--- config.mk ---
export PLATFORM = sky130hd
export DESIGN_NAME = hiop_handler_io_port_bank
export DESIGN_NICKNAME = d
export VERILOG_FILES = /design/src/hiop_pkg.sv /design/src/hiop_nib_if.sv /design/src/hiop_nibble_port.sv /design/src/hiop_handler_io_port_bank.sv
export SDC_FILE = /design/constraint.sdc
export NUM_CORES = 1
export LEC_CHECK = 0
export BUFFER_PORTS_ARGS = -buffer_cell sky130_fd_sc_hd__buf_2
export CORE_ASPECT_RATIO = 0.9
export CORE_MARGIN = 4
export CORE_UTILIZATION = 40
export CTS_BUF_LIST = sky130_fd_sc_hd__clkbuf_4
export DETAILED_ROUTE_END_ITERATION = 7
export PLACE_DENSITY = 0.66
export SLEW_MARGIN = 20
export SYNTH_ARGS = -nofsm -noshare
export SYNTH_HDL_FRONTEND = slang
export SYNTH_SLANG_ARGS = --single-unit
--- constraint.sdc ---
create_clock -name clk -period 2.5 [get_ports clk]
set_input_delay 0.5 -clock clk [delete_from_list [all_inputs] [get_ports clk]]
set_output_delay 0.5 -clock clk [all_outputs]
set_load 0.02 [all_outputs]
--- src/hiop_pkg.sv ---
// handler i/o port bank: register map, field layout and reset values
// assumes a 32-bit apb slave with one aligned word per register
// Functional notes
// - output port two is 8 bits, value bit 0 on pin 0, bit 7 on pin 7.
// - with strobe route on, written bit 6 is ignored; pin 6 shows strobe.
// - with trigger-ready route on, written bit 7 ignored; pin 7 shows ready.
// - first nibble port in output mode drives its pins from written value.
// - first nibble port in input mode reads back its pin levels.
// - first nibble maps value bit 0 to pin 0, bit 3 to pin 3.
// - first nibble direction is readable and writable, input after reset.
// - second nibble drives pins in output mode, reads pins in input mode.
// - second nibble maps value bit 0 to pin 0, bit 3 to pin 3.
// - second nibble has its own direction setting, input after reset.
// - combined byte view: first nibble bits 0-3, second nibble bits 4-7.
// - combined byte view in input mode reads all eight pin levels.
// - 16-bit write sets port one from bits 0-7, port two from 8-15.
// - with strobe route on, bit 14 of the 16-bit write is ignored.
// - with trigger-ready route on, bit 15 of the 16-bit write is ignored.
// - strobe route enable onto port two pin 6, readable, off after reset.
// - two single-bit output terminals, writable and readable back.
// - output port one is 8 bits, value bit 0 on pin 0, bit 7 on pin 7.
// - trigger-ready route enable onto port two pin 7, readable, off at reset.
package hiop_pkg;
  localparam logic [7:0] ADDR_PORT_ONE = 8'h00;
  localparam logic [7:0] ADDR_PORT_TWO = 8'h04;
  localparam logic [7:0] ADDR_NIB_FIRST = 8'h08;
  localparam logic [7:0] ADDR_NIB_SECOND = 8'h0c;
  localparam logic [7:0] ADDR_NIB_BOTH = 8'h10;
  localparam logic [7:0] ADDR_PORT_WIDE = 8'h14;
  localparam logic [7:0] ADDR_CONTROL = 8'h18;
  localparam logic [7:0] ADDR_AUX_OUT = 8'h1c;
  // control register fields
  localparam int CTL_FIRST_DIR = 0;
  localparam int CTL_SECOND_DIR = 1;
  localparam int CTL_STROBE_EN = 2;
  localparam int CTL_READY_EN = 3;
  localparam int CTL_WIDTH = 4;
  // aux output register fields
  localparam int AUX_FIRST = 0;
  localparam int AUX_SECOND = 1;
  localparam int AUX_WIDTH = 2;
  localparam int STROBE_PIN = 6;
  localparam int READY_PIN = 7;
  localparam logic [7:0] PORT_RESET = 8'h00;
  localparam logic [3:0] NIB_RESET = 4'h0;
  localparam logic [3:0] CTL_RESET = 4'h0;
  localparam logic [1:0] AUX_RESET = 2'h0;
  localparam logic DIR_INPUT = 1'b0;
  localparam logic DIR_OUTPUT = 1'b1;
  typedef enum logic [1:0] {ST_IDLE, ST_SETUP, ST_ACCESS} hiop_apb_st_t;
endpackage

--- src/hiop_nib_if.sv ---
// hiop_nib_if: one nibble port between the bank and its pad driver
// assumes both sides run on the same clock
`timescale 1ns/1ns
`default_nettype none
interface hiop_nib_if;
  logic [3:0] value;
  logic dirOut;
  logic [3:0] pinIn;
  logic [3:0] pinOut;
  logic [3:0] pinOe;
  logic [3:0] readBack;
  modport bank (output value, output dirOut, input readBack);
  modport pad (input value, input dirOut, input pinIn, output pinOut, output pinOe, output readBack);
endinterface
`default_nettype wire

--- src/hiop_nibble_port.sv ---
// hiop_nibble_port: registered pad drive and combinational read-back for one 4-bit port
// assumes pin inputs are synchronous to clk
`timescale 1ns/1ns
`default_nettype none
module hiop_nibble_port (
  input wire logic clk,
  input wire logic rst,
  hiop_nib_if.pad nib
);
  // pins driven only in output mode; bit i of value on pin i
  always_ff @(posedge clk) begin
    if (rst) begin
      nib.pinOut <= hiop_pkg::NIB_RESET;
      nib.pinOe <= hiop_pkg::NIB_RESET;
    end else begin
      nib.pinOut <= nib.value;
      nib.pinOe <= {4{nib.dirOut}};
    end
  end

  // output mode reads stored value, input mode reads the pins
  always_comb begin
    if (nib.dirOut == hiop_pkg::DIR_OUTPUT) begin
      nib.readBack = nib.value;
    end else begin
      nib.readBack = nib.pinIn;
    end
  end
endmodule
`default_nettype wire

--- src/hiop_handler_io_port_bank.sv ---
// hiop_handler_io_port_bank: apb slave and pin logic for the handler port bank
// assumes a synchronous apb master on clk; pin inputs already synchronous
`timescale 1ns/1ns
`default_nettype none
module hiop_handler_io_port_bank (
  input wire logic clk,
  input wire logic rst,
  input wire logic psel,
  input wire logic penable,
  input wire logic pwrite,
  input wire logic [7:0] paddr,
  input wire logic [31:0] pwdata,
  output logic [31:0] prdata,
  output logic pready,
  output logic pslverr,
  input wire logic measEndStrobe,
  input wire logic triggerReady,
  output logic [7:0] portOnePins,
  output logic [7:0] portTwoPins,
  input wire logic [3:0] firstNibPinIn,
  output logic [3:0] firstNibPinOut,
  output logic [3:0] firstNibPinOe,
  input wire logic [3:0] secondNibPinIn,
  output logic [3:0] secondNibPinOut,
  output logic [3:0] secondNibPinOe,
  output logic auxOutputFirst,
  output logic auxOutputSecond
);
  // ----------------------------------------
  // state
  // ----------------------------------------
  logic [7:0] portOne;
  logic [7:0] portTwo;
  logic [hiop_pkg::CTL_WIDTH-1:0] control;
  logic [hiop_pkg::AUX_WIDTH-1:0] auxOut;
  logic [31:0] next_prdata;
  logic accessNow;
  logic writeNow;
  logic strobeRouteEnable;
  logic readyRouteEnable;
  hiop_nib_if firstNib ();
  hiop_nib_if secondNib ();
  logic [3:0] firstValue;
  logic [3:0] secondValue;

  assign strobeRouteEnable = control[hiop_pkg::CTL_STROBE_EN];
  assign readyRouteEnable = control[hiop_pkg::CTL_READY_EN];
  // one wait state: pready rises the cycle after the access phase begins
  assign accessNow = psel && penable && !pready;
  assign writeNow = accessNow && pwrite;

  function automatic logic isMapped(input logic [7:0] addr);
    isMapped = (addr == hiop_pkg::ADDR_PORT_ONE) || (addr == hiop_pkg::ADDR_PORT_TWO) ||
      (addr == hiop_pkg::ADDR_NIB_FIRST) || (addr == hiop_pkg::ADDR_NIB_SECOND) ||
      (addr == hiop_pkg::ADDR_NIB_BOTH) || (addr == hiop_pkg::ADDR_PORT_WIDE) ||
      (addr == hiop_pkg::ADDR_CONTROL) || (addr == hiop_pkg::ADDR_AUX_OUT);
  endfunction

  // ----------------------------------------
  // apb handshake
  // ----------------------------------------
  always_ff @(posedge clk) begin
    if (rst) begin
      pready <= 1'b0;
      pslverr <= 1'b0;
      prdata <= 32'h0;
    end else begin
      pready <= accessNow;
      pslverr <= accessNow && !isMapped(paddr);
      prdata <= accessNow ? next_prdata : 32'h0;
    end
  end

  // ----------------------------------------
  // writable registers
  // ----------------------------------------
  always_ff @(posedge clk) begin
    if (rst) begin
      portOne <= hiop_pkg::PORT_RESET;
      portTwo <= hiop_pkg::PORT_RESET;
    end else if (writeNow) begin
      if (paddr == hiop_pkg::ADDR_PORT_ONE) begin
        portOne <= pwdata[7:0];
      end
      if (paddr == hiop_pkg::ADDR_PORT_TWO) begin
        portTwo <= pwdata[7:0];
      end
      if (paddr == hiop_pkg::ADDR_PORT_WIDE) begin
        portOne <= pwdata[7:0];
        portTwo <= pwdata[15:8];
      end
    end
  end

  // first and second nibble values, kept across direction changes
  always_ff @(posedge clk) begin
    if (rst) begin
      firstValue <= hiop_pkg::NIB_RESET;
      secondValue <= hiop_pkg::NIB_RESET;
    end else if (writeNow) begin
      if (paddr == hiop_pkg::ADDR_NIB_FIRST) begin
        firstValue <= pwdata[3:0];
      end
      if (paddr == hiop_pkg::ADDR_NIB_SECOND) begin
        secondValue <= pwdata[3:0];
      end
      if (paddr == hiop_pkg::ADDR_NIB_BOTH) begin
        firstValue <= pwdata[3:0];
        secondValue <= pwdata[7:4];
      end
    end
  end

  always_ff @(posedge clk) begin
    if (rst) begin
      control <= hiop_pkg::CTL_RESET;
    end else if (writeNow && paddr == hiop_pkg::ADDR_CONTROL) begin
      control <= pwdata[hiop_pkg::CTL_WIDTH-1:0];
    end
  end

  always_ff @(posedge clk) begin
    if (rst) begin
      auxOut <= hiop_pkg::AUX_RESET;
    end else if (writeNow && paddr == hiop_pkg::ADDR_AUX_OUT) begin
      auxOut <= pwdata[hiop_pkg::AUX_WIDTH-1:0];
    end
  end

  // ----------------------------------------
  // nibble ports
  // ----------------------------------------
  assign firstNib.value = firstValue;
  assign firstNib.dirOut = control[hiop_pkg::CTL_FIRST_DIR];
  assign firstNib.pinIn = firstNibPinIn;
  assign firstNibPinOut = firstNib.pinOut;
  assign firstNibPinOe = firstNib.pinOe;
  assign secondNib.value = secondValue;
  assign secondNib.dirOut = control[hiop_pkg::CTL_SECOND_DIR];
  assign secondNib.pinIn = secondNibPinIn;
  assign secondNibPinOut = secondNib.pinOut;
  assign secondNibPinOe = secondNib.pinOe;

  hiop_nibble_port firstPort (
    .clk(clk),
    .rst(rst),
    .nib(firstNib.pad)
  );

  hiop_nibble_port secondPort (
    .clk(clk),
    .rst(rst),
    .nib(secondNib.pad)
  );

  // ----------------------------------------
  // read mux
  // ----------------------------------------
  always_comb begin
    next_prdata = 32'h0;
    unique case (paddr)
      hiop_pkg::ADDR_PORT_ONE: next_prdata[7:0] = portOne;
      hiop_pkg::ADDR_PORT_TWO: next_prdata[7:0] = portTwo;
      hiop_pkg::ADDR_NIB_FIRST: next_prdata[3:0] = firstNib.readBack;
      hiop_pkg::ADDR_NIB_SECOND: next_prdata[3:0] = secondNib.readBack;
      hiop_pkg::ADDR_NIB_BOTH: next_prdata[7:0] = {secondNib.readBack, firstNib.readBack};
      hiop_pkg::ADDR_PORT_WIDE: next_prdata[15:0] = {portTwo, portOne};
      hiop_pkg::ADDR_CONTROL: next_prdata[hiop_pkg::CTL_WIDTH-1:0] = control;
      hiop_pkg::ADDR_AUX_OUT: next_prdata[hiop_pkg::AUX_WIDTH-1:0] = auxOut;
      default: next_prdata = 32'h0;
    endcase
  end

  // ----------------------------------------
  // output pins
  // ----------------------------------------
  // stored bits 6 and 7 are kept; routing only overrides the pin, so
  // turning a route off shows the last written data again
  always_ff @(posedge clk) begin
    if (rst) begin
      portOnePins <= hiop_pkg::PORT_RESET;
      portTwoPins <= hiop_pkg::PORT_RESET;
      auxOutputFirst <= 1'b0;
      auxOutputSecond <= 1'b0;
    end else begin
      portOnePins <= portOne;
      portTwoPins <= portTwo;
      if (strobeRouteEnable) begin
        portTwoPins[hiop_pkg::STROBE_PIN] <= measEndStrobe;
      end
      if (readyRouteEnable) begin
        portTwoPins[hiop_pkg::READY_PIN] <= triggerReady;
      end
      auxOutputFirst <= auxOut[hiop_pkg::AUX_FIRST];
      auxOutputSecond <= auxOut[hiop_pkg::AUX_SECOND];
    end
  end
endmodule
`default_nettype wire

==> impl_metrics.yaml <==
status:
  status: "finished, final reports clean"
setup_path:
  cp-end-kind: "flop"
  crit_path_top_delay_cell: "sky130_fd_sc_hd__nor3_1"
  criticalPathCategory: "primary input to flop"
  critical_path.n_buffers_inverters: 2
  rr_worst_depth: 4
  regToRegStartpoint: "pready"
  regToRegSetupSlack_ns: 0.79
  critPathCapture: "prdata[7]"
  cp_num_cells: 6
  worstPathRequired_ns: 2.87
  path_cells: "buf_2 -> or3_1 -> buf_4 -> nor3_1 -> a222oi_1 -> nor2_1"
  crit_fanout: 5
  worst_setup_path_start_kind: "primary input"
  critical-path-max-stage-delay_ns: 0.56
  worst_path_top_cell_family_by_delay: "simple AND/OR/NAND/NOR gates"
  crit_path_start: "paddr[5]"
  r2r_end: "portTwo[7]"
  worst-endpoint-arrival_ns: 2.09
routing:
  drtIter0Drc: 107
  wirelength_um: 7580
  drt.antenna.violating_nets: 0
  drt_pre_antenna_iters: 4
  route.detailed.drc: 0
  detail_route.vias_per_cell: 4.96
  wl_per_cell_um: 15.3
  num_vias: 2453
cells_and_area:
  areaGrowthSynthToFinish_pct: 18.4
  layout-drive-gt1-share_pct: 32.6
  fillerInstances: 757
  diodes: 0
  finish.utilization_pct: 48.8
  fin_nets: 449
  design_area_sq_um: 3700
sta:
  worst_hold_slack_ns: 0.319
  final-hold-violation-count: 0
  worst-slew-pin-transition_ns: 0.662
  rsz0062_at_grt: "false"
  finalCritPeriodShare_pct: 68.8
  setup_tns_ns: 0
  clock_skew_ns: 0.0212
  postLayoutSetupSlackWorst_ns: 0.780
  setup_viol_count_final: 0
  final_period_demand_of_the_worst_path_ns: 1.72
  max_transition_viols_final: 0
  fmax_mhz: 581
  relSlewSlack_pct: 55.5
placement:
  place.gp.congestion: 0.853
  dp_slack_ns: 0.399
  instance_area_after_placement_sq_um: 3560
  detailedPlacementHpwl_um: 5600
  placement.io_buffers: 90
power:
  leakagePower_nw: 1.60
  vdd.ir_drop.worst_uv: 209
  power.density_nw_per_um2: 576
synth:
  ys.flop_type: "sky130_fd_sc_hd__dfxtp_1"
  synth_top_area_share_pct: 48.7
  syn_area_sq_um: 3130
  yosys_warnings: 0
  ys_top_cells_by_count: "sky130_fd_sc_hd__dfxtp_1 (76), sky130_fd_sc_hd__nor2_1 (38), sky130_fd_sc_hd__nor2b_1 (27), sky130_fd_sc_hd__mux2i_1 (26), sky130_fd_sc_hd__buf_4 (22)"
  synth_sequential_area_ratio_pct: 48.7
  synth.top_cells.by_area: "sky130_fd_sc_hd__dfxtp_1 (49%), sky130_fd_sc_hd__mux2i_1 (8.3%), sky130_fd_sc_hd__nor2b_1 (5.4%), sky130_fd_sc_hd__buf_4 (5.3%), sky130_fd_sc_hd__nor2_1 (4.6%)"
  number_of_flops_mapped_to_enable_cells_by_yosys: 0
  post_synth_arst_share_pct: 0
  ys_types: 47
  avgSynthCellArea_sq_um: 10.0
  yosys.area.top_type: "sky130_fd_sc_hd__dfxtp_1"
  cells_after_synthesis: 311
  synth.most_common_cell: "sky130_fd_sc_hd__dfxtp_1"
  synth_seq_cells: 76
floorplanning:
  io_pins: 123
  fp-row-count: 30
  chipHeight_um: 91.9
  core_sq_um: 7580
  chipWidth_um: 101
  initial_core_utilization_pct: 41.2
  die_area_sq_um: 9290
clock_tree:
  master_cell_of_the_clock_root_buffer: "sky130_fd_sc_hd__clkbuf_4"
  clock_sink_count: 76
  clk_latency_ns: 0.43
  post_cts_resize_count: 0
  clk_pin_slew_worst_paths_ns: 0.13
  clock_path_buffers: 2
  tritoncts_clock_tree: "built"
  postCtsSetupRepairBufs: 0
  postCtsHoldBufs: 0
  tritoncts.num_buffers: 9
  h_tree_level_count: 3
global_route:
  number_of_antenna_violations_at_the_first_check_in_global_routing: 0
  residual_overflow_from_global_routing: 0
  groute.usage.overall_pct: 16.2
  via_count_of_the_first_global_routing_pass: 2319
  global_route_wire_length_before_repair_um: 11700
  grt_start_max_net_pins: 60
min_path:
  hp-class: "primary input to flop"
job:
  timing.max_cap.violations: 0
-- worst min-delay path by stage --
| stage | endpoint | start | slack [ns] | cells after the start |
|---|---|---|---|---|
| after CTS | portTwoPins[6] | measEndStrobe | 0.30 | 3 |
| after floorplan | firstPort.nib.pinOut[0] | firstNib.value[0] | 0.43 | 2 |
| after detailed placement | firstPort.nib.pinOut[0] | firstNib.value[0] | 0.46 | 2 |
| final | portTwoPins[6] | measEndStrobe | 0.32 | 3 |
| after global placement | firstPort.nib.pinOut[0] | firstNib.value[0] | 0.46 | 2 |
| after global routing | portTwo[4] | pwdata[12] | 0.32 | 3 |
-- cell usage in the layout (no fill, tap or decap), types with 9 or more instances in the layout --
cell type,instances
sky130_fd_sc_hd__conb_1,16
sky130_fd_sc_hd__dfxtp_1,76
sky130_fd_sc_hd__mux2i_1,26
sky130_fd_sc_hd__nand2_1,16
sky130_fd_sc_hd__buf_2,90
sky130_fd_sc_hd__nor2_1,38
sky130_fd_sc_hd__clkbuf_4,9
sky130_fd_sc_hd__nor2b_1,27
sky130_fd_sc_hd__and2_1,9
-- report_power, final --
part	switching (mW)	total (mW)	internal (mW)
clock network	0.450	0.760	0.310
registers	0.00128	1.21	1.21
logic	0.107	0.159	0.0520
-- layer usage --
layer  up-vias  GRT usage [%]  share of wire, %  wire length, um
li1       1212              -                 -                -
met1      1127           21.8                46             3460
met2       100           23.8                44             3320
met3        14           4.33               8.3              630
met4         0           8.19               2.3              172
met5         -              0                 0                0
-- stage by stage --
stage	total power [mW]	instances
final	2.13	495
after global routing	2.22	495
after CTS	2.15	495
after detailed placement	1.40	479
after global placement	1.40	479
after floorplan	1.35	326
-- tightest hold or removal path, delay by kind of cell --
family | cells | cell delay, ns
buffers and inverters | 1 | 0.08
multiplexers | 1 | 0.05
AND/OR/NAND/NOR | 1 | 0.07
-- state kept, by name, summed over array words and instances (netlist names), 4 cells and up --
signal and flops:
control 4, portTwoPins 8, firstPort.nib.pinOut 4, firstNib.value 4
prdata 16, portTwo 8, secondPort.nib.pinOut 4, secondNib.value 4
portOnePins 8, portOne 8
-- layout make-up --
cell class,count,area [sq um],area share [%]
inverter,1,3.75,0.101
tap,96,120,3.25
clock buffer,9,67.6,1.83
sequential,76,1520,41.1
clock inverter,7,75.1,2.03
multi-input combinational,209,1410,38.1
timing repair buffer,97,503,13.6
-- kinds of logic after synthesis --
kind of cell           count (synthesis)  share of synthesized area [%]
AND/OR/NAND/NOR                      124                           22.6
flip-flops                            76                           48.7
buffers and inverters                 41                           8.01
AO/OA/AOI/OAI                         35                           9.57
multiplexers                          32                           10.5
XOR/XNOR                               2                          0.561
other                                  1                          0.120
Power figures use the tool's default switching activity.
